$ cat src/core/decode_pkg.sv
// Constants, encodings and register map of the bit, branch, call and clear decoder.
package decode_pkg;

  localparam int PC_W      = 21;
  localparam int DADDR_W   = 12;
  localparam int STACK_N   = 31;
  localparam int SP_W      = 5;

  // Opcode patterns.
  localparam logic [3:0] OP_BIT_TOGGLE  = 4'h7;
  localparam logic [6:0] OP_CLEAR       = 7'h35;
  localparam logic [7:0] OP_BRANCH_OV   = 8'he4;
  localparam logic [7:0] OP_BRANCH_Z    = 8'he0;
  localparam logic [6:0] OP_CALL        = 7'h76;
  localparam logic [3:0] OP_CALL_SECOND = 4'hf;

  // Instruction field positions.
  localparam int F_ACCESS = 8;
  localparam int F_SHADOW = 8;
  localparam int F_BIT_LO = 9;

  // Status flag positions.
  localparam int ST_Z  = 2;
  localparam int ST_OV = 3;

  // Address formation.
  localparam logic [7:0]         INDEXED_MAX  = 8'h5f;
  localparam logic [7:0]         ACCESS_SPLIT = 8'h60;
  localparam logic [3:0]         ACCESS_HIGH  = 4'hf;
  localparam logic [3:0]         ACCESS_LOW   = 4'h0;

  // Quarter phases of an instruction cycle.
  localparam logic [1:0] Q1 = 2'h0;
  localparam logic [1:0] Q2 = 2'h1;
  localparam logic [1:0] Q3 = 2'h2;
  localparam logic [1:0] Q4 = 2'h3;

  localparam logic [PC_W-1:0] PC_STEP = 21'h000002;
  localparam logic [PC_W-1:0] PC_RST  = 21'h000000;

  // Register map, byte addresses.
  localparam logic [7:0] A_CTRL   = 8'h00;
  localparam logic [7:0] A_STATUS = 8'h04;
  localparam logic [7:0] A_WORK   = 8'h08;
  localparam logic [7:0] A_BANK   = 8'h0c;
  localparam logic [7:0] A_PC     = 8'h10;
  localparam logic [7:0] A_SHADOW = 8'h14;
  localparam logic [7:0] A_STACK  = 8'h18;

  typedef enum logic [0:0] {
    EXEC  = 1'b0,
    FLUSH = 1'b1
  } seq_type;

endpackage

$ cat src/core/data_address_unit.sv
// Data memory address formation for byte and bit instructions.
`timescale 1ns/1ps
module data_address_unit
  import decode_pkg::*;
(
  input  wire logic [7:0]         field_i,
  input  wire logic               access_i,
  input  wire logic [3:0]         bank_i,
  input  wire logic               ext_en_i,
  input  wire logic [DADDR_W-1:0] index_base_i,
  output logic      [DADDR_W-1:0] addr_o
);

  always_comb begin
    if (access_i) begin
      addr_o = {bank_i, field_i};
    end else if (ext_en_i && field_i <= INDEXED_MAX) begin
      addr_o = index_base_i + {4'h0, field_i};
    end else if (field_i < ACCESS_SPLIT) begin
      addr_o = {ACCESS_LOW, field_i};
    end else begin
      addr_o = {ACCESS_HIGH, field_i};
    end
  end

endmodule

$ cat src/core/bit_branch_call_clear_exec.sv
// Quarter-cycle decode and execute of bit toggle, branches, call and clear with APB register access.
`timescale 1ns/1ps
module bit_branch_call_clear_exec
  import decode_pkg::*;
(
  input  wire logic               clk_i,
  input  wire logic               rst_i,
  input  wire logic               ce_i,
  input  wire logic               psel_i,
  input  wire logic               penable_i,
  input  wire logic               pwrite_i,
  input  wire logic [7:0]         paddr_i,
  input  wire logic [31:0]        pwdata_i,
  output logic      [31:0]        prdata_o,
  output logic                    pready_o,
  output logic                    pslverr_o,
  output logic      [PC_W-1:0]    pc_o,
  input  wire logic [15:0]        instr_i,
  input  wire logic [DADDR_W-1:0] index_base_i,
  output logic      [DADDR_W-1:0] dmem_addr_o,
  output logic                    dmem_rd_o,
  input  wire logic [7:0]         dmem_rdata_i,
  output logic                    dmem_wr_o,
  output logic      [7:0]         dmem_wdata_o
);

  typedef struct packed {
    seq_type                          seq;
    logic [1:0]                       qph;
    logic [15:0]                      ir;
    logic [PC_W-1:0]                  pc;
    logic [DADDR_W-1:0]               addr;
    logic                             rd;
    logic                             wr;
    logic [7:0]                       data;
    logic [7:0]                       wdata;
    logic                             ext_en;
    logic [7:0]                       working;
    logic [7:0]                       status;
    logic [3:0]                       bank_select_register;
    logic [7:0]                       working_shadow;
    logic [7:0]                       status_shadow;
    logic [3:0]                       bank_select_shadow;
    logic [STACK_N-1:0][PC_W-1:0]     stack;
    logic [SP_W-1:0]                  sp;
    logic                             stack_full;
    logic [31:0]                      prdata;
  } state_type;

  state_type s_q;
  state_type s_d;

  logic [DADDR_W-1:0] ea;
  logic               setup;
  logic               wr_acc;
  logic               mapped;
  logic [PC_W-1:0]    stack_top;

  function automatic logic is_bit_toggle(input logic [15:0] w);
    return w[15:12] == OP_BIT_TOGGLE;
  endfunction

  function automatic logic is_clear(input logic [15:0] w);
    return w[15:9] == OP_CLEAR;
  endfunction

  function automatic logic is_call(input logic [15:0] w);
    return w[15:9] == OP_CALL;
  endfunction

  function automatic logic is_mapped(input logic [7:0] a);
    return a == A_CTRL || a == A_STATUS || a == A_WORK || a == A_BANK ||
           a == A_PC || a == A_SHADOW || a == A_STACK;
  endfunction

  function automatic logic branch_taken(input logic [15:0] w, input logic [7:0] st);
    return (w[15:8] == OP_BRANCH_OV && st[ST_OV]) ||
           (w[15:8] == OP_BRANCH_Z && st[ST_Z]);
  endfunction

  data_address_unit u_addr (
    .field_i      (instr_i[7:0]),
    .access_i     (instr_i[F_ACCESS]),
    .bank_i       (s_q.bank_select_register),
    .ext_en_i     (s_q.ext_en),
    .index_base_i (index_base_i),
    .addr_o       (ea)
  );

  assign stack_top = (s_q.sp == '0) ? PC_RST : s_q.stack[s_q.sp - SP_W'(1)];
  assign setup     = psel_i & ~penable_i;
  assign wr_acc    = psel_i & penable_i & pwrite_i & ce_i;
  assign mapped    = is_mapped(paddr_i);

  // Registers answer without wait states; a frozen block holds the bus off.
  assign pready_o  = ce_i;
  assign pslverr_o = psel_i & penable_i & ~mapped;

  always_comb begin
    s_d = s_q;

    // Software writes land first so a same-cycle hardware update wins.
    if (wr_acc && mapped) begin
      unique case (paddr_i)
        A_CTRL:   s_d.ext_en = pwdata_i[0];
        A_STATUS: s_d.status = pwdata_i[7:0];
        A_WORK:   s_d.working = pwdata_i[7:0];
        A_BANK:   s_d.bank_select_register = pwdata_i[3:0];
        default:  s_d.ext_en = s_q.ext_en;
      endcase
    end

    if (setup) begin
      unique case (paddr_i)
        A_CTRL:   s_d.prdata = {31'h00000000, s_q.ext_en};
        A_STATUS: s_d.prdata = {24'h000000, s_q.status};
        A_WORK:   s_d.prdata = {24'h000000, s_q.working};
        A_BANK:   s_d.prdata = {28'h0000000, s_q.bank_select_register};
        A_PC:     s_d.prdata = {11'h000, s_q.pc};
        A_SHADOW: s_d.prdata = {12'h000, s_q.bank_select_shadow, s_q.status_shadow, s_q.working_shadow};
        A_STACK:  s_d.prdata = {5'h00, s_q.stack_full, s_q.sp, stack_top};
        default:  s_d.prdata = 32'h00000000;
      endcase
    end

    s_d.qph = s_q.qph + 2'h1;

    unique case (s_q.qph)
      Q1: begin
        if (s_q.seq == EXEC) begin
          s_d.ir   = instr_i;
          s_d.pc   = s_q.pc + PC_STEP;
          s_d.addr = ea;
          s_d.rd   = is_bit_toggle(instr_i) | is_clear(instr_i);
        end
      end
      Q2: begin
        s_d.rd = 1'b0;
        if (s_q.rd) begin
          s_d.data = dmem_rdata_i;
        end
      end
      Q3: begin
        if (s_q.seq == EXEC) begin
          if (is_bit_toggle(s_q.ir)) begin
            s_d.wdata = s_q.data ^ (8'h01 << s_q.ir[F_BIT_LO +: 3]);
            s_d.wr    = 1'b1;
          end else if (is_clear(s_q.ir)) begin
            s_d.wdata = 8'h00;
            s_d.wr    = 1'b1;
          end else if (is_call(s_q.ir)) begin
            // A full stack drops the push and raises a sticky flag.
            if (s_q.sp < SP_W'(STACK_N)) begin
              s_d.stack[s_q.sp] = s_q.pc + PC_STEP;
              s_d.sp            = s_q.sp + SP_W'(1);
            end else begin
              s_d.stack_full = 1'b1;
            end
            if (s_q.ir[F_SHADOW]) begin
              s_d.working_shadow     = s_q.working;
              s_d.status_shadow      = s_q.status;
              s_d.bank_select_shadow = s_q.bank_select_register;
            end
          end
        end
      end
      Q4: begin
        s_d.wr  = 1'b0;
        s_d.seq = EXEC;
        if (s_q.seq == EXEC) begin
          if (is_clear(s_q.ir)) begin
            s_d.status[ST_Z] = 1'b1;
          end
          if (branch_taken(s_q.ir, s_q.status)) begin
            s_d.pc  = s_q.pc + {{(PC_W-9){s_q.ir[7]}}, s_q.ir[7:0], 1'b0};
            s_d.seq = FLUSH;
          end else if (is_call(s_q.ir) && instr_i[15:12] == OP_CALL_SECOND) begin
            s_d.pc  = {instr_i[11:0], s_q.ir[7:0], 1'b0};
            s_d.seq = FLUSH;
          end
        end
      end
      default: s_d.qph = Q1;
    endcase
  end

  always_ff @(posedge clk_i) begin
    if (rst_i) begin
      s_q                      <= '0;
      s_q.seq                  <= EXEC;
      s_q.qph                  <= Q1;
      s_q.pc                   <= PC_RST;
    end else if (ce_i) begin
      s_q <= s_d;
    end
  end

  assign prdata_o     = s_q.prdata;
  assign pc_o         = s_q.pc;
  assign dmem_addr_o  = s_q.addr;
  assign dmem_rd_o    = s_q.rd;
  assign dmem_wr_o    = s_q.wr;
  assign dmem_wdata_o = s_q.wdata;

endmodule

$ cat config.mk
export PLATFORM = sky130hd
export DESIGN_NAME = bit_branch_call_clear_exec
export DESIGN_NICKNAME = d
export VERILOG_FILES = /design/src/core/decode_pkg.sv /design/src/core/data_address_unit.sv /design/src/core/bit_branch_call_clear_exec.sv
export SDC_FILE = /design/constraint.sdc
export NUM_CORES = 2
export LEC_CHECK = 0
export ABC_CLOCK_PERIOD_IN_PS = 6000
export BUFFER_PORTS_ARGS = -buffer_cell sky130_fd_sc_hd__buf_2
export CAP_MARGIN = 20
export CORE_UTILIZATION = 45
export CTS_CLUSTER_SIZE = 16
export DETAILED_ROUTE_END_ITERATION = 12
export GPL_TIMING_DRIVEN = 1
export PLACE_DENSITY = 0.59
export SLEW_MARGIN = 20
export SYNTH_ARGS = -nofsm -noshare
export SYNTH_HDL_FRONTEND = slang
export SYNTH_SLANG_ARGS = --single-unit
$ cat constraint.sdc
create_clock -name clk_i -period 6 [get_ports clk_i]
set_clock_uncertainty 0.15 [all_clocks]
set_input_delay 1.2 -clock clk_i [delete_from_list [all_inputs] [get_ports clk_i]]
set_output_delay 1.2 -clock clk_i [all_outputs]
set_load 0.05 [all_outputs]
==> results_tabular.tex <==
\begin{tabular}{lr}
\hline
Metric & Value \\
\hline
\multicolumn{2}{l}{\textbf{Status}} \\
Outcome & complete, but fails checks \\
Violations in the final reports & design-rule violations \\
\multicolumn{2}{l}{\textbf{Power}} \\
Worst IR Drop VDD & 0.000203 V \\
Power density of the placed cells & 282 mW/mm² \\
PnR Total Power & 11.0 mW \\
Leakage power total & 13.1 nW \\
\multicolumn{2}{l}{\textbf{Synthesis}} \\
Asr flop ratio synth & 0 \\
Yosys top cell area share & 0.427 \\
Synthesized flop and latch total & 763 \\
Gate count of the mapped netlist & 3885 \\
Ys Warns & 0 \\
Number of unique standard cell types used by synthesis & 75 \\
Synthesized area per cell & 9.22 µm² \\
Post-synth design cell area & 0.0358 mm² \\
Leading register cell type out of synthesis & sky130\_fd\_sc\_hd\_\_dfxtp\_1 \\
Leading post-synthesis cells by cell area & sky130\_fd\_sc\_hd\_\_dfxtp\_1, sky130\_fd\_sc\_hd\_\_a211oi\_1, sky130\_fd\_sc\_hd\_\_mux4\_2 \\
Cell type with the largest total area after synthesis & sky130\_fd\_sc\_hd\_\_dfxtp\_1 \\
Sequential-to-total area share from yosys stat & 0.427 \\
Number of enable flip-flop cells after synthesis & 0 \\
\multicolumn{2}{l}{\textbf{STA}} \\
TNS Setup & 0 ns \\
Max-slew violations & 0 \\
Final setup violation count & 0 \\
Least-Margin Pin Slew & 1.13 ns \\
Min Tclk post-route & 4.01 ns \\
Final period utilization & 0.668 \\
Final Hold Fails & 0 \\
Max-slew headroom at the worst pin & 0.245 \\
FMAX & 0.249 GHz \\
RSZ-0062 raised after global routing & false \\
\multicolumn{2}{l}{\textbf{Die}} \\
Number of primary I/O pins & 159 \\
Row Count & 103 \\
Vertical die dimension & 284 µm \\
Core area & 0.0789 mm² \\
Initial core utilization & 0.454 \\
Area enclosed by the die boundary & 0.0807 mm² \\
Die X & 284 µm \\
\multicolumn{2}{l}{\textbf{Critical path}} \\
Cells along the critical path & inv\_2 -> buf\_4 -> nor3\_1 -> nor2b\_2 -> nand2\_8 -> nor2\_4 -> nor2\_1 -> a211oi\_1 \\
Worst reg2reg path startpoint & s\_q[33] \\
Data required time at the worst endpoint & 6.39 ns \\
Buffering stage count on the worst path with inverters included & 2 \\
Cell at the slowest stage of the critical path & sky130\_fd\_sc\_hd\_\_nor2\_4 \\
CP max stage delay & 0.89 ns \\
Critical Path Fanout Max & 45 \\
Endpoint kind of the worst setup timing path & flip-flop \\
Setup crit start kind & flip-flop \\
R2R Setup Slk & 1.99 ns \\
Worst Path Class, Setup & reg2reg \\
Signal arrival time at the worst endpoint & 4.39 ns \\
Source of the critical timing path & s\_q[33] \\
Largest delay share family, worst path & simple AND/OR/NAND/NOR gates \\
\multicolumn{2}{l}{\textbf{Clock tree}} \\
Hold-fix buffers at CTS & 0 \\
Clock transition at the registers of the reported paths & 0.06 ns \\
Number of buffers on the longest clock path & 3 \\
Number of clock sinks & 763 \\
Buffer count from post-CTS setup fixing & 0 \\
TritonCTS clock tree & done \\
Clock network latency to the later pin of the worst-skew pair & 0.63 ns \\
Number of gates resized after cts & 0 \\
Clock tree root buffer cell & sky130\_fd\_sc\_hd\_\_clkbuf\_16 \\
H-tree depth & 3 \\
Inserted Clock Buffers & 83 \\
\multicolumn{2}{l}{\textbf{Global route}} \\
Initial antenna violation count & 1 \\
First-pass GRT wire length & 162000 µm \\
Maximum number of pins on one net before global-route repair & 214 \\
Global-route usage over all layers & 0.256 \\
Number of global-route vias before repair & 25600 \\
Global route total overflow & 0 \\
\multicolumn{2}{l}{\textbf{Detailed routing}} \\
Routed WL per cell & 21.9 µm \\
DR vias & 27700 \\
Vias per cell & 5.75 \\
Remaining DRCs & 4 \\
Remaining antenna violation count & 0 \\
Detailed Route WL & 106000 µm \\
Drt first-iter violations & 2661 \\
Count of TritonRoute iterations in the first routing pass & 9 \\
\multicolumn{2}{l}{\textbf{Placement}} \\
Placed wire-length estimate after detailed placement & 65500 µm \\
Buffers on Ports & 128 \\
Final estimated routing congestion in global placement & 0.882 \\
\multicolumn{2}{l}{\textbf{Final layout}} \\
Area grow syn2layout & 8.63\% \\
Layout Nets & 3827 \\
Fraction of final layout cells sized beyond drive strength 1 & 0.160 \\
\multicolumn{2}{l}{\textbf{Flow run}} \\
Number of max-cap violations & 0 \\
\multicolumn{2}{l}{\textbf{Worst hold path}} \\
Hold Crit Start & s\_q[502] \\
Kind of path behind the tightest hold check & reg2reg \\
\hline
\end{tabular}
flip-flops by register name, summed over array words and instances, names as in the netlist:
signal	flops
dmem_rd_o	1
dmem_wr_o	1
dmem_wdata_o	8
pc_o	20
prdata_o	27
dmem_addr_o	12
s_q	694
per-stage QoR:
step | cell area, µm² | setup WS (ns) | cells | hold slack [ns] | utilization
floorplan | 35800 | 2.27 | 3890 | 0.277 | -
global placement | 36200 | 1.40 | 4671 | 0.289 | 0.458
detailed placement | 36200 | 1.39 | 4671 | 0.297 | 0.458
CTS | 38900 | 2.03 | 4817 | 0.305 | 0.493
global route | 38900 | 1.72 | 4818 | 0.315 | 0.493
finish | 38900 | 1.99 | 4819 | 0.302 | 0.493
cell type report:
type | count | area (µm²)
timing repair buffer | 176 | 1080
antenna | 1 | 2.50
fill | 7484 | 40000
tap | 1050 | 1310
clock buffer | 126 | 2430
clock inverter | 20 | 278
multi-input combinational | 2663 | 18400
inverter | 20 | 75.1
sequential | 763 | 15300
cell usage after synthesis (24+ instances only):
library cell               count
sky130_fd_sc_hd__buf_2        66
sky130_fd_sc_hd__mux2i_1      51
sky130_fd_sc_hd__a31oi_1      24
sky130_fd_sc_hd__clkbuf_1    221
sky130_fd_sc_hd__mux4_2      138
sky130_fd_sc_hd__ha_1         36
sky130_fd_sc_hd__nand3_1      75
sky130_fd_sc_hd__a211oi_2     76
sky130_fd_sc_hd__a22oi_1      31
sky130_fd_sc_hd__nor2_1      759
sky130_fd_sc_hd__xnor2_1      30
sky130_fd_sc_hd__dfxtp_1     763
sky130_fd_sc_hd__nor3_1       34
sky130_fd_sc_hd__a211oi_1    503
sky130_fd_sc_hd__nor2_8       26
sky130_fd_sc_hd__a21oi_1     185
sky130_fd_sc_hd__nand2_1     347
sky130_fd_sc_hd__buf_4       128
sky130_fd_sc_hd__o21ai_0      82
worst register-to-register path: stages, from the launching register on:
cell and delay [ns]:
sky130_fd_sc_hd__dfxtp_4 0.49, sky130_fd_sc_hd__inv_2 0.14, sky130_fd_sc_hd__buf_4 0.53, sky130_fd_sc_hd__nor3_1 0.21, sky130_fd_sc_hd__nor2b_2 0.80, sky130_fd_sc_hd__nand2_8 0.31
sky130_fd_sc_hd__nor2_4 0.91, sky130_fd_sc_hd__nor2_1 0.12, sky130_fd_sc_hd__a211oi_1 0.26
layout by cell type, fill, tap and decap left out, types with 18 or more instances in the layout:
| master | instances |
|---|---|
| sky130_fd_sc_hd__nand3_1 | 75 |
| sky130_fd_sc_hd__nor2_8 | 26 |
| sky130_fd_sc_hd__ha_1 | 35 |
| sky130_fd_sc_hd__nand2_1 | 347 |
| sky130_fd_sc_hd__nor2_1 | 757 |
| sky130_fd_sc_hd__a31oi_1 | 24 |
| sky130_fd_sc_hd__nor3_1 | 34 |
| sky130_fd_sc_hd__buf_4 | 43 |
| sky130_fd_sc_hd__a211oi_2 | 76 |
| sky130_fd_sc_hd__clkbuf_16 | 84 |
| sky130_fd_sc_hd__mux4_2 | 138 |
| sky130_fd_sc_hd__a211oi_1 | 503 |
| sky130_fd_sc_hd__o21ai_0 | 82 |
| sky130_fd_sc_hd__a21oi_1 | 185 |
| sky130_fd_sc_hd__clkbuf_1 | 25 |
| sky130_fd_sc_hd__xnor2_1 | 18 |
| sky130_fd_sc_hd__a22oi_1 | 31 |
| sky130_fd_sc_hd__dfxtp_1 | 762 |
| sky130_fd_sc_hd__buf_2 | 127 |
| sky130_fd_sc_hd__mux2i_1 | 51 |
worst paths after layout:
kind | to | depth (start not counted)
min | s_q[502] | 2
max | s_q[69] | 8
max reg2reg | s_q[69] | 8
min reg2reg | s_q[502] | 2
where the power goes:
part / switching, mW / internal, mW
Combinational: 0.525 / 0.177
Clock: 2.11 / 3.01
Sequential: 0.0642 / 5.09
cell families (layout without fill, tap and decap cells):
family | Yosys count | after routing | synth area share
other | 1 | 7 | 0.000105
and+or+nand+nor | 1353 | 1353 | 0.169
buffers and inverters | 464 | 342 | 0.0673
adders and majority gates | 38 | 38 | 0.0137
muxes | 206 | 206 | 0.106
DFF | 763 | 763 | 0.427
AOI/OAI and AO/OA | 1008 | 1008 | 0.204
xor gates and xnor gates | 52 | 52 | 0.0127
layer usage:
metal  share of wire  GRT usage
met1            0.46      0.361
met2            0.46      0.414
met3           0.053     0.0300
met4           0.022     0.0712
met5               0          0
(Power assumes the default switching activity.)
